===== src/core/vmr_pkg.sv =====
// Purpose : Constants for the voltage monitor register block
// Assumes : 25 MHz clock, 16-bit register port
// Notes   : Periods in ms, counts derived from the clock rate
package vmr_pkg;

  // Clock rate
  localparam int unsigned CLK_HZ            = 25_000_000;
  localparam int unsigned CYC_PER_US        = CLK_HZ / 1_000_000;

  // Register addresses
  localparam logic [5:0]  ADDR_RESULT       = 6'h11;
  localparam logic [5:0]  ADDR_CONTROL      = 6'h12;
  localparam logic [5:0]  ADDR_RATE         = 6'h20;

  // Control register fields
  localparam int unsigned CTL_LOWRATE_MSB   = 4;
  localparam int unsigned CTL_ATTN_BIT      = 5;
  localparam int unsigned CTL_EN0_BIT       = 6;
  localparam int unsigned CTL_EN_MSB        = 10;
  localparam logic [15:0] CTL_RESET         = 16'h001F;
  localparam logic [4:0]  CTL_LOWRATE_VAL   = 5'h1F;

  // Result register fields
  localparam int unsigned RES_DATA_LSB      = 7;
  localparam int unsigned RES_IDX_LSB       = 2;

  // Rate register
  localparam logic [1:0]  RATE_RESET        = 2'h2;

  // Sensors
  localparam int unsigned NUM_SENSORS       = 5;
  localparam logic [2:0]  IDX_2V5           = 3'h0;
  localparam logic [2:0]  IDX_1V2           = 3'h1;
  localparam logic [2:0]  IDX_STANDBY       = 3'h2;
  localparam logic [2:0]  IDX_5V            = 3'h3;
  localparam logic [2:0]  IDX_12V           = 3'h4;
  localparam logic [8:0]  CODE_NOMINAL      = 9'h180;
  localparam logic [8:0]  CODE_MAX          = 9'h1FF;
  localparam logic [8:0]  CODE_MIN          = 9'h000;
  localparam logic [8:0]  CODE_STANDBY_MIN  = 9'h15D;

  // Conversion times, in microseconds
  localparam int unsigned TEMP_CONV_US      = 7500;
  localparam int unsigned VOLT_CONV_US      = 1420;
  localparam int unsigned TEMP_CONVS        = 3;
  localparam int unsigned TEMP_PHASE_CYC    = TEMP_CONVS * TEMP_CONV_US * CYC_PER_US;
  localparam int unsigned VOLT_CONV_CYC     = VOLT_CONV_US * CYC_PER_US;

  // Conversion periods, in milliseconds
  localparam int unsigned PERIOD_91_MS      = 91;
  localparam int unsigned PERIOD_182_MS     = 182;
  localparam int unsigned PERIOD_364_MS     = 364;
  localparam int unsigned PERIOD_728_MS     = 728;
  localparam int unsigned PERIOD_1456_MS    = 1456;
  localparam int unsigned CYC_PER_MS        = CLK_HZ / 1000;
  localparam int unsigned MS_TICK_CYC       = CYC_PER_MS;

  // Saturate the converter reading to the 9-bit code range
  function automatic logic [8:0] vmr_saturate(input logic [9:0] raw);
    vmr_saturate = raw[9] ? CODE_MAX : raw[8:0];
  endfunction

endpackage


===== src/core/vmr_result_if.sv =====
// Purpose : Carries a finished conversion from the sequencer to the register file
// Assumes : One clock domain
// Notes   : store is a one-cycle pulse with index and code valid alongside
`timescale 1ns/1ps
interface vmr_result_if;
  logic       store;
  logic [2:0] index;
  logic [8:0] code;
  logic [3:0] period_sel;
  logic       busy;

  modport seq (output store, output index, output code, output busy, input period_sel);
  modport regs (input store, input index, input code, input busy, output period_sel);
endinterface


===== src/core/vmr_sequencer.sv =====
// Purpose : Scans enabled voltage sensors and paces conversions
// Assumes : Analog reading per sensor arrives as a 10-bit raw value
// Notes   : Temperature slots only consume time here
`timescale 1ns/1ps
module vmr_sequencer
  import vmr_pkg::*;
#(
  parameter int unsigned TEMP_CYC  = TEMP_PHASE_CYC,
  parameter int unsigned VOLT_CYC  = VOLT_CONV_CYC,
  parameter int unsigned MS_CYC    = MS_TICK_CYC
)(
  input  wire logic                       mclk_i,
  input  wire logic                       rstn_i,
  input  wire logic [NUM_SENSORS-1:0]     enables_i,
  input  wire logic [NUM_SENSORS*10-1:0]  raw_i,
  vmr_result_if.seq                       res
);

  typedef enum logic [1:0] {VMR_IDLE, VMR_TEMP, VMR_VOLT, VMR_WAIT} vmr_state_t;

  vmr_state_t  state_reg;
  vmr_state_t  state_next;
  logic [31:0] cnt_reg;
  logic [31:0] ms_cnt_reg;
  logic [11:0] ms_reg;
  logic [2:0]  idx_reg;
  logic [2:0]  idx_next;
  logic        any_en;
  logic        ms_tick;
  logic        cnt_done;
  logic        last_volt;
  logic [11:0] period_ms;
  logic [9:0]  raw_sel;

  // Period lookup from low-power bit and rate select
  // period table
  always_comb
  begin
    unique case (res.period_sel)
      4'h0:    period_ms = 12'h000;
      4'h1:    period_ms = 12'(PERIOD_91_MS);
      4'h2:    period_ms = 12'(PERIOD_182_MS);
      4'h3:    period_ms = 12'(PERIOD_364_MS);
      4'h4:    period_ms = 12'(PERIOD_91_MS);
      4'h5:    period_ms = 12'(PERIOD_364_MS);
      4'h6:    period_ms = 12'(PERIOD_728_MS);
      default: period_ms = 12'(PERIOD_1456_MS);
    endcase
  end

  // Next enabled sensor above the current one, wrapping
  // round-robin skip
  always_comb
  begin
    idx_next = idx_reg;
    for (int k = NUM_SENSORS; k >= 1; k--)
    begin
      if (enables_i[(int'(idx_reg) + k) % NUM_SENSORS])
        idx_next = 3'((int'(idx_reg) + k) % NUM_SENSORS);
    end
  end

  assign any_en    = |enables_i;
  assign ms_tick   = (ms_cnt_reg == MS_CYC - 1);
  assign raw_sel   = raw_i[idx_reg*10 +: 10];
  assign last_volt = (idx_next <= idx_reg);

  // Phase sequencing: temperatures, voltages, then idle to the period
  // cycle composition
  always_comb
  begin
    state_next = state_reg;
    cnt_done   = 1'b0;
    unique case (state_reg)
      VMR_IDLE: if (any_en) state_next = VMR_TEMP;
      VMR_TEMP:
      begin
        cnt_done = (cnt_reg == TEMP_CYC - 1);
        if (cnt_done) state_next = VMR_VOLT;
      end
      VMR_VOLT:
      begin
        cnt_done = (cnt_reg == VOLT_CYC - 1);
        if (cnt_done && (last_volt || !any_en)) state_next = VMR_WAIT;
      end
      VMR_WAIT: if (ms_reg >= period_ms) state_next = VMR_IDLE;
    endcase
  end

  // Counters and sensor pointer
  always_ff @(posedge mclk_i)
  begin
    if (!rstn_i)
    begin
      state_reg  <= VMR_IDLE;
      cnt_reg    <= '0;
      ms_cnt_reg <= '0;
      ms_reg     <= '0;
      idx_reg    <= '0;
    end
    else
    begin
      state_reg  <= state_next;
      cnt_reg    <= (cnt_done || state_next != state_reg) ? '0 : cnt_reg + 32'h1;
      ms_cnt_reg <= ms_tick ? '0 : ms_cnt_reg + 32'h1;
      if (state_reg == VMR_IDLE && any_en)
        ms_reg <= '0;
      else if (ms_tick && ms_reg != 12'hFFF)
        ms_reg <= ms_reg + 12'h1;
      if (state_reg == VMR_TEMP && cnt_done && !enables_i[idx_reg])
        idx_reg <= idx_next;
      else if (state_reg == VMR_VOLT && cnt_done)
        idx_reg <= idx_next;
    end
  end

  // Result hand-off, one pulse per finished enabled sensor
  // enabled only
  always_ff @(posedge mclk_i)
  begin
    if (!rstn_i)
    begin
      res.store <= 1'b0;
      res.index <= '0;
      res.code  <= '0;
      res.busy  <= 1'b0;
    end
    else
    begin
      res.store <= (state_reg == VMR_VOLT) && cnt_done && enables_i[idx_reg];
      res.index <= idx_reg;
      res.code  <= vmr_saturate(raw_sel);
      res.busy  <= (state_reg != VMR_IDLE);
    end
  end

endmodule // vmr_sequencer


===== src/core/vmr_regs.sv =====
// Purpose : Register file of the voltage measurement function
// Assumes : Bus framing decoded outside; one access strobe per cycle
// Notes   : Reads return data one cycle after the strobe
//
// Function
// - 9-bit result left aligned, zero bits
// - Index field shows result's sensor
// - Index codes 0..4 per input
// - Unsigned codes, saturating at ends
// - Control resets to 1Fh
// - Low-rate field read-only, top zero
// - Attention needs enable and sensor enable
// - Measure only enabled sensors
// - Rate select resets 2h, rewritable
// - Period table from select, low power
// - Continuous cycle: temps then voltages
// - Period uses low-power bit too
// - Ascending round-robin, skip disabled
// - Store sets status, overrun; read clears
// - New result raises event, gated attention
`timescale 1ns/1ps
module vmr_regs
  import vmr_pkg::*;
#(
  parameter int unsigned TEMP_CYC  = TEMP_PHASE_CYC,
  parameter int unsigned VOLT_CYC  = VOLT_CONV_CYC,
  parameter int unsigned MS_CYC    = MS_TICK_CYC
)(
  input  wire logic                       mclk_i,
  input  wire logic                       rstn_i,
  input  wire logic                       reg_rd_i,
  input  wire logic                       reg_wr_i,
  input  wire logic [5:0]                 reg_addr_i,
  input  wire logic [15:0]                reg_wdata_i,
  input  wire logic                       low_power_select_i,
  input  wire logic [NUM_SENSORS*10-1:0]  raw_i,
  output logic      [15:0]                reg_rdata_o,
  output logic                            reg_rvalid_o,
  output logic                            voltage_status_flag_o,
  output logic                            voltage_overrun_flag_o,
  output logic                            function_event_o,
  output logic                            attention_o,
  output logic                            conv_busy_o
);

  vmr_result_if res ();

  logic [8:0]  result_code_reg;
  logic [2:0]  sensor_index_reg;
  logic        attn_en_reg;
  logic        sensor0_enable_reg;
  logic [3:0]  sensor_enables_upper_reg;
  logic [1:0]  rate_select_reg;
  logic        status_reg;
  logic        overrun_reg;
  logic [15:0] result_word;
  logic [15:0] control_word;
  logic [15:0] rate_word;
  logic [15:0] rdata_next;
  logic        hit_result;
  logic        hit_control;
  logic        hit_rate;
  logic        rd_result;
  logic        wr_control;
  logic        wr_rate;
  logic [NUM_SENSORS-1:0] enables;

  ////////////////////////////////////////////////////////////////////////
  // Sequencer

  vmr_sequencer #(
    .TEMP_CYC (TEMP_CYC),
    .VOLT_CYC (VOLT_CYC),
    .MS_CYC   (MS_CYC)
  ) u_seq (
    .mclk_i    (mclk_i),
    .rstn_i    (rstn_i),
    .enables_i (enables),
    .raw_i     (raw_i),
    .res       (res.seq)
  );

  // Enables and period selection toward the sequencer
  // low-power joins select
  assign enables        = {sensor_enables_upper_reg, sensor0_enable_reg};
  assign res.period_sel = {1'b0, low_power_select_i, rate_select_reg};

  ////////////////////////////////////////////////////////////////////////
  // Address decode

  assign hit_result  = (reg_addr_i == ADDR_RESULT);
  assign hit_control = (reg_addr_i == ADDR_CONTROL);
  assign hit_rate    = (reg_addr_i == ADDR_RATE);
  assign rd_result   = reg_rd_i && hit_result;
  assign wr_control  = reg_wr_i && hit_control;
  assign wr_rate     = reg_wr_i && hit_rate;

  // Read words with reserved bits forced to zero
  // left aligned result
  assign result_word  = {result_code_reg, 2'b00, sensor_index_reg, 2'b00};
  assign control_word = {5'h00, sensor_enables_upper_reg, sensor0_enable_reg, attn_en_reg, CTL_LOWRATE_VAL};
  assign rate_word    = {14'h0000, rate_select_reg};
  assign rdata_next   = hit_result  ? result_word  :
                        hit_control ? control_word :
                        hit_rate    ? rate_word    : 16'h0000;

  ////////////////////////////////////////////////////////////////////////
  // Readout register

  // Index and code captured in the same edge
  // consistent pair
  always_ff @(posedge mclk_i)
  begin
    if (!rstn_i)
    begin
      result_code_reg  <= CODE_MIN;
      sensor_index_reg <= IDX_2V5;
    end
    else if (res.store)
    begin
      result_code_reg  <= res.code;
      sensor_index_reg <= res.index;
    end
  end

  ////////////////////////////////////////////////////////////////////////
  // Control and rate registers

  // Writes touch only the writable fields
  // reset value
  always_ff @(posedge mclk_i)
  begin
    if (!rstn_i)
    begin
      attn_en_reg              <= CTL_RESET[CTL_ATTN_BIT];
      sensor0_enable_reg       <= CTL_RESET[CTL_EN0_BIT];
      sensor_enables_upper_reg <= CTL_RESET[CTL_EN_MSB:CTL_EN0_BIT+1];
    end
    else if (wr_control)
    begin
      attn_en_reg              <= reg_wdata_i[CTL_ATTN_BIT];
      sensor0_enable_reg       <= reg_wdata_i[CTL_EN0_BIT];
      sensor_enables_upper_reg <= reg_wdata_i[CTL_EN_MSB:CTL_EN0_BIT+1];
    end
  end

  always_ff @(posedge mclk_i)
  begin
    if (!rstn_i)
      rate_select_reg <= RATE_RESET;
    else if (wr_rate)
      rate_select_reg <= reg_wdata_i[1:0];
  end

  ////////////////////////////////////////////////////////////////////////
  // Status, overrun and events

  // Store beats a simultaneous clearing read for status; the read wins for overrun
  // set and clear
  always_ff @(posedge mclk_i)
  begin
    if (!rstn_i)
    begin
      status_reg  <= 1'b0;
      overrun_reg <= 1'b0;
    end
    else
    begin
      status_reg  <= res.store | (status_reg & ~rd_result);
      overrun_reg <= (res.store & status_reg & ~rd_result) | (overrun_reg & ~rd_result);
    end
  end

  // Event pulse and gated attention request
  // event per store
  // attention gating
  // Pulse pace follows the scan
  always_ff @(posedge mclk_i)
  begin
    if (!rstn_i)
    begin
      function_event_o <= 1'b0;
      attention_o      <= 1'b0;
    end
    else
    begin
      function_event_o <= res.store;
      attention_o      <= res.store & attn_en_reg & (|enables);
    end
  end

  ////////////////////////////////////////////////////////////////////////
  // Output registers

  always_ff @(posedge mclk_i)
  begin
    if (!rstn_i)
    begin
      reg_rdata_o            <= 16'h0000;
      reg_rvalid_o           <= 1'b0;
      voltage_status_flag_o  <= 1'b0;
      voltage_overrun_flag_o <= 1'b0;
      conv_busy_o            <= 1'b0;
    end
    else
    begin
      reg_rdata_o            <= reg_rd_i ? rdata_next : 16'h0000;
      reg_rvalid_o           <= reg_rd_i;
      voltage_status_flag_o  <= status_reg;
      voltage_overrun_flag_o <= overrun_reg;
      conv_busy_o            <= res.busy;
    end
  end

endmodule // vmr_regs


===== config.mk =====
export PLATFORM = sky130hd
export DESIGN_NAME = vmr_regs
export DESIGN_NICKNAME = d
export VERILOG_FILES = /design/src/core/vmr_pkg.sv /design/src/core/vmr_result_if.sv /design/src/core/vmr_sequencer.sv /design/src/core/vmr_regs.sv
export SDC_FILE = /design/constraint.sdc
export NUM_CORES = 1
export LEC_CHECK = 0
export BUFFER_PORTS_ARGS = -buffer_cell sky130_fd_sc_hd__buf_2
export CAP_MARGIN = 20
export CELL_PAD_IN_SITES_DETAIL_PLACEMENT = 1
export CELL_PAD_IN_SITES_GLOBAL_PLACEMENT = 2
export CORE_ASPECT_RATIO = 1.4
export CORE_MARGIN = 3
export CORE_UTILIZATION = 39
export DETAILED_ROUTE_END_ITERATION = 7
export GPL_TIMING_DRIVEN = 0
export PLACE_DENSITY = 0.89
export RECOVER_POWER = 50
export SETUP_SLACK_MARGIN = 0.2
export SYNTH_ARGS = -nofsm -noshare
export SYNTH_HDL_FRONTEND = slang
export SYNTH_SLANG_ARGS = --single-unit

===== constraint.sdc =====
create_clock -name mclk_i -period 16.24 [get_ports mclk_i]
set_clock_uncertainty 0.2 [all_clocks]
set_input_delay 3.248 -clock mclk_i [delete_from_list [all_inputs] [get_ports mclk_i]]
set_output_delay 3.248 -clock mclk_i [all_outputs]
set_load 0.05 [all_outputs]

* Word-level counts from Yosys, hierarchy flattened
Cells that the tools add are included.
Word-level totals: register bits after elaboration 139, input port bits 77, word-level logic and storage cells 132, output and inout bits 22
Operators by class: shift-type cells 1, mux-type cells 30, multiply operators 1, reductions and logical operators 26, add/sub/neg operators 8, eq/ne operators 17, divide/modulo/power cells 5, bitwise gates (word level) 11, order comparisons 8
Operators with widths (count):
- $lt 32x4->1 const B | 5
- $mod 32x3->32 const B | 5
- $add 32x1->32 const B | 2
- $pmux 11 s5 | 1
- $shiftx 50x8->10 | 1
- $eq 32x15->1 const B | 1
- $eq 32x16->1 const B | 1
- $eq 32x20->1 const B | 1
- $mux 3 | 7
- $bmux 1 s3 | 6
- $mux 16 | 1
- $add 12x1->12 const B | 1
- $eq 6x5->1 const B | 2
- $ge 12x11->1 | 1
- $ne 12x12->1 const B | 1
- $mux 11 | 1
- $logic_and 1x1->1 | 10
- $mux 2 | 5
- $reduce_or 2->1 | 5
- $eq 3x3->1 const B | 3
- $mux 9 | 1
- $add 3x2->4 const B | 2
- $add 3x3->4 const B | 2
- $pmux 2 s4 | 1
- 23 further kinds | 41

* Logic depth before layout (Yosys ltp)
depth after elaboration 17, mapped depth 28, gate-level depth less buffers 26

* Modules after synthesis
A second synthesis with hierarchy kept.
Second synthesis, totals: cell total of the unflattened synthesis 998, area, all modules 8461.9 µm²
By module, submodules not included:
- vmr_sequencer | area each 6875.3 µm², instances 1, cells each 841, seq. area each 1901.8 µm²
- vmr_regs | area each 1586.5 µm², instances 1, cells each 157, seq. area each 880.8 µm²

* Worst setup path after synthesis
OpenSTA, ideal clock, no wires.
path type input to register, start point in low_power_select_i, end point reg u_seq.cnt_reg[1], arrival 5.742 ns, buffers on the path 2, required time 15.960 ns, path slack 10.217 ns, stages on the path 14, library setup time 0.080 ns, path through clkbuf_1 xor2_1 nor2b_1 ha_1 nand2b_1 a21o_1 a21o_1 a21o_1 a211oi_1 o21bai_1 a31oi_1 o31ai_1 clkbuf_1 nor3b_1
Between the ends: longest elaborated chain between the ends 9, elaborated cells on any way between the ends 16, those cells by class order compare (1); eq/ne (7); mux (3); reduce/logical (5)
RTL lines:
- start: declaration | RTL line vmr_regs.sv:35 | input wire logic low_power_select_i,
- $eq 3x2->1 (tied with other cells) | RTL line vmr_sequencer.sv:39 | unique case (res.period_sel)
- $reduce_or 2->1 (no source line)
- $pmux 11 s5 (*) | RTL line vmr_sequencer.sv:39
- $ge 12x11->1 (*) | RTL line vmr_sequencer.sv:86 | VMR_WAIT: if (ms_reg >= period_ms) state_next = VMR_IDLE;
- $mux 2 (*) | RTL line vmr_sequencer.sv:86
- $pmux 2 s4 (*) | RTL line vmr_sequencer.sv:74 | unique case (state_reg)
- $ne 2x2->1 (*) | RTL line vmr_sequencer.sv:104 | cnt_reg <= (cnt_done || state_next != state_reg) ? '0 : cnt_reg + 32'h1;
- $logic_or 1x1->1 (*) | RTL line vmr_sequencer.sv:104
- $reduce_or 2->1 (no source line) (*)
- end signal: assignment | RTL line vmr_sequencer.sv:104
- end: declaration | RTL line vmr_sequencer.sv:23 | logic [31:0] cnt_reg;
Every way passes the cells marked *; elsewhere a longest branch is shown, timed or not. A chain may end at the register's enable or synchronous reset.

* Worst setup path in the final report
start point reg u_seq.idx_reg[0], end point reg u_seq.cnt_reg[3]
Between the ends: longest elaborated chain between the ends 17, elaborated cells on any way between the ends 33, those cells by class add/sub (5); div (5); order compare (1); eq/ne (1); mux (17); reduce/logical (4)
RTL lines:
- start: declaration | RTL line vmr_sequencer.sv:26 | logic [2:0] idx_reg;
- start signal: assignment | RTL line vmr_sequencer.sv:111 | idx_reg <= idx_next;
- start signal: assignment | RTL line vmr_sequencer.sv:113 | idx_reg <= idx_next;
- $add 3x3->4 | RTL line vmr_sequencer.sv:58, vmr_sequencer.sv:59
- $mod 32x3->32 | RTL line vmr_sequencer.sv:58, vmr_sequencer.sv:59
- $bmux 1 s3 | RTL line vmr_sequencer.sv:58 | if (enables_i[(int'(idx_reg) + k) % NUM_SENSORS])
- $mux 1 (implied by the code) | RTL line vmr_sequencer.sv:58
- $mux 3 (5 in a row) | RTL line vmr_sequencer.sv:58
- $le 3x3->1 (*) | RTL line vmr_sequencer.sv:66 | assign last_volt = (idx_next <= idx_reg);
- $logic_or 1x1->1 (*) | RTL line vmr_sequencer.sv:84 | if (cnt_done && (last_volt || !any_en)) state_next = VMR_WAIT;
- $logic_and 1x1->1 (*) | RTL line vmr_sequencer.sv:84
- $mux 2 (*) | RTL line vmr_sequencer.sv:84
- $pmux 2 s4 (*) | RTL line vmr_sequencer.sv:74
- $ne 2x2->1 (*) | RTL line vmr_sequencer.sv:104
- $logic_or 1x1->1 (*) | RTL line vmr_sequencer.sv:104
- $reduce_or 2->1 (no source line) (*)
Every way passes the cells marked *; elsewhere a longest branch is shown, timed or not. The select of a mux whose other input is x is not followed.

==> summary.txt <==
Detailed routing
  – Post-route DRC: 0
  – First drt pass iteration count: 4
  – Vias: 7588
  – Initial DRC Count: 387
  – WL final: 25.42 mm
  – Avg Vias per Cell: 5.600
  – DRT antenna net count: 0
  – Routed WL per cell: 18.76 um

Yosys
  – Syn Nets: 1100
  – Yosys cell types: 78
  – Synth top area share: 33.10%
  – Synth top area cells: dfxtp_1 33%, ha_1 6.5%, mux2i_1 4.5%, xor2_1 3.9%, nor2_1 3.7%
  – Ys flop type: dfxtp_1
  – Syn Inst Count: 979
  – Most frequent cells after synthesis: 139 x dfxtp_1, 82 x nor2_1, 75 x nand2_1
  – Syn avg cell area: 8.587 um2
  – Asr flop ratio synth: 0%
  – Yosys warns: 0
  – Yosys reg bits: 139
  – Most common cell in the netlist: dfxtp_1
  – Post-synth top area cell: dfxtp_1
  – Synthesized area: 8407 um2
  – Post-synth EDFFs: 0
  – Register area share after synthesis: 33.10%

Setup path
  – Critical path required time: 16320 ps
  – Crit path largest cell delay: 670 ps
  – Slowest cell on crit path: dfxtp_1
  – R2R setup slack: 8610 ps
  – WP buf/inv: 4
  – Critical Path Start Type: flip-flop
  – Most used cell along the critical path: ha_1
  – Data arrival, critical path: 7720 ps
  – Crit path max fanout: 12
  – CP Capture Type: flip-flop
  – Critical path's top delay family: simple AND/OR/NAND/NOR gates
  – Setup CP Type: flip-flop to flip-flop

STA
  – Clock period minus worst slack: 7634 ps
  – RSZ-0062 raised after global routing: false
  – Worst-Margin Slew: 1011 ps
  – Fin crit share: 47.01%
  – Max-slew violations: 0
  – Setup WS post-layout: 8606 ps
  – Setup TNS: 0 ps
  – Fin. Hold Viols: 0
  – Worst slew margin: 32.06%
  – Fmax: 131.0 MHz
  – # setup viols final: 0
  – Final hold slack: 257.7 ps

Power and ir drop
  – Total Power: 0.7673 mW
  – Maximum vdd ir drop: 55.98 uV
  – PwrDens: 78.85 nW/um2
  – Static Leakage: 3.760 nW

Global route
  – Antenna violations before repair: 0
  – First-pass GRT wire length: 41.07 mm
  – Gr usage total: 21.72%
  – Number of global-route vias before repair: 7928
  – Largest net degree at the start of global routing: 17
  – Grt ovf: 0

Placement
  – DP HPWL: 19.10 mm
  – GPL Wtd Cong: 0.8746
  – Placed cells: 1323
  – Port buffer count: 88
  – Dpl ws: 8650 ps

Floorplan
  – Core area: 20870 um2
  – Die area: 23380 um2
  – Row cnt: 62
  – Chip Width: 130.1 um
  – IO Pins: 99
  – Die height: 179.7 um
  – Initial Util: 40.29%

Clock tree
  – H-tree depth: 4
  – Clk_lat worst skew: 420 ps
  – Clock slew at reported path FFs: 60 ps
  – Hold_buf cts: 0
  – Total clock sinks: 139
  – # resized after CTS: 0
  – Post-CTS setup buffer count: 0
  – CTS tree: yes
  – Clock buffer depth: 2
  – CTS buffer count: 17
  – Root buffer cell: clkbuf_16

Hold path
  – Hold Path Class: flip-flop to flip-flop

Layout
  – Non-filler cells, final: 1355
  – NumNets Final: 1207
  – Layout cells sized above 1: 13.01%
  – Ant. Diodes: 0
  – Multi-input logic area: 5266 um2
  – Reg area: 2783 um2
  – Fill count: 2526
  – Layout area overhead: 15.76%

Run status
  – Status: completed

Flow run
  – Max cap viols: 0
## stage by stage
stage | cell area (um2) | util [%]
final | 9732 | 46.64
after floorplan | 8407 | -
after detailed placement | 9168 | 43.93
after global routing | 9732 | 46.64
after CTS | 9757 | 46.76
after global placement | 9168 | 43.93
## power by group
part | internal (mW) | switching [mW] | leakage, nW | total (mW)
Sequential | 0.344 | 0.00215 | 1.12 | 0.346
Combinational | 0.0137 | 0.0171 | 2.35 | 0.0308
Clock | 0.229 | 0.161 | 0.290 | 0.390
Total | 0.587 | 0.180 | 3.76 | 0.767
## path summary, 6_finish.rpt
check / end / cells past startpoint / start
worst max-delay path: u_seq.cnt_reg[3] / 25 / u_seq.idx_reg[0]
worst min-delay path: voltage_overrun_flag_o / 2 / overrun_reg
worst max register to register: u_seq.cnt_reg[3] / 25 / u_seq.idx_reg[0]
worst min register to register: voltage_overrun_flag_o / 2 / overrun_reg
## cell type report
type / instances / share of cell area, %
Multi-Input combinational cell: 748 / 54.11
Buffer: 54 / 2.211
Clock buffer: 17 / 4.371
Tap cell: 256 / 3.291
Sequential cell: 139 / 28.59
Clock inverter: 15 / 1.684
Timing Repair Buffer: 88 / 4.268
Inverter: 38 / 1.466
## layer usage
metal	share of wire, %	global-route usage [%]	up-vias
li1	-	-	3717
met1	43	25.95	3725
met2	53	39.91	107
met3	1.7	1.960	39
met4	2.2	7.196	0
met5	0	0	-
## logic make-up after synthesis
| kind of cell | count (synthesis) | share of synthesized area, % |
|---|---|---|
| adders and majority gates | 44 | 6.549 |
| and+or+nand+nor | 415 | 26.22 |
| xor gates and xnor gates | 74 | 8.022 |
| buffers and inverters | 92 | 4.257 |
| muxes | 55 | 8.409 |
| AOI/OAI and AO/OA | 160 | 13.44 |
| DFF | 139 | 33.10 |
## placed cells by master, fill, tap and decap left out, drive strengths merged, types with 29 or more instances in the layout
cell | netlist | layout
xor2 | 37 | 37
inv | 37 | 42
a21oi | 29 | 29
nand2 | 75 | 75
xnor2 | 37 | 37
dfxtp | 139 | 139
o21ai | 36 | 36
nand3 | 32 | 32
nor3 | 48 | 48
buf | 9 | 77
ha | 44 | 44
clkbuf | 45 | 82
mux2i | 38 | 38
nor2b | 37 | 37
nor2 | 82 | 82
## worst min-delay path, stage by stage, from the launching register on
cell,delay (ps)
dfxtp_1,310
nand2_1,70
inv_1,50
No activity file was read; power rests on OpenSTA's default activity.
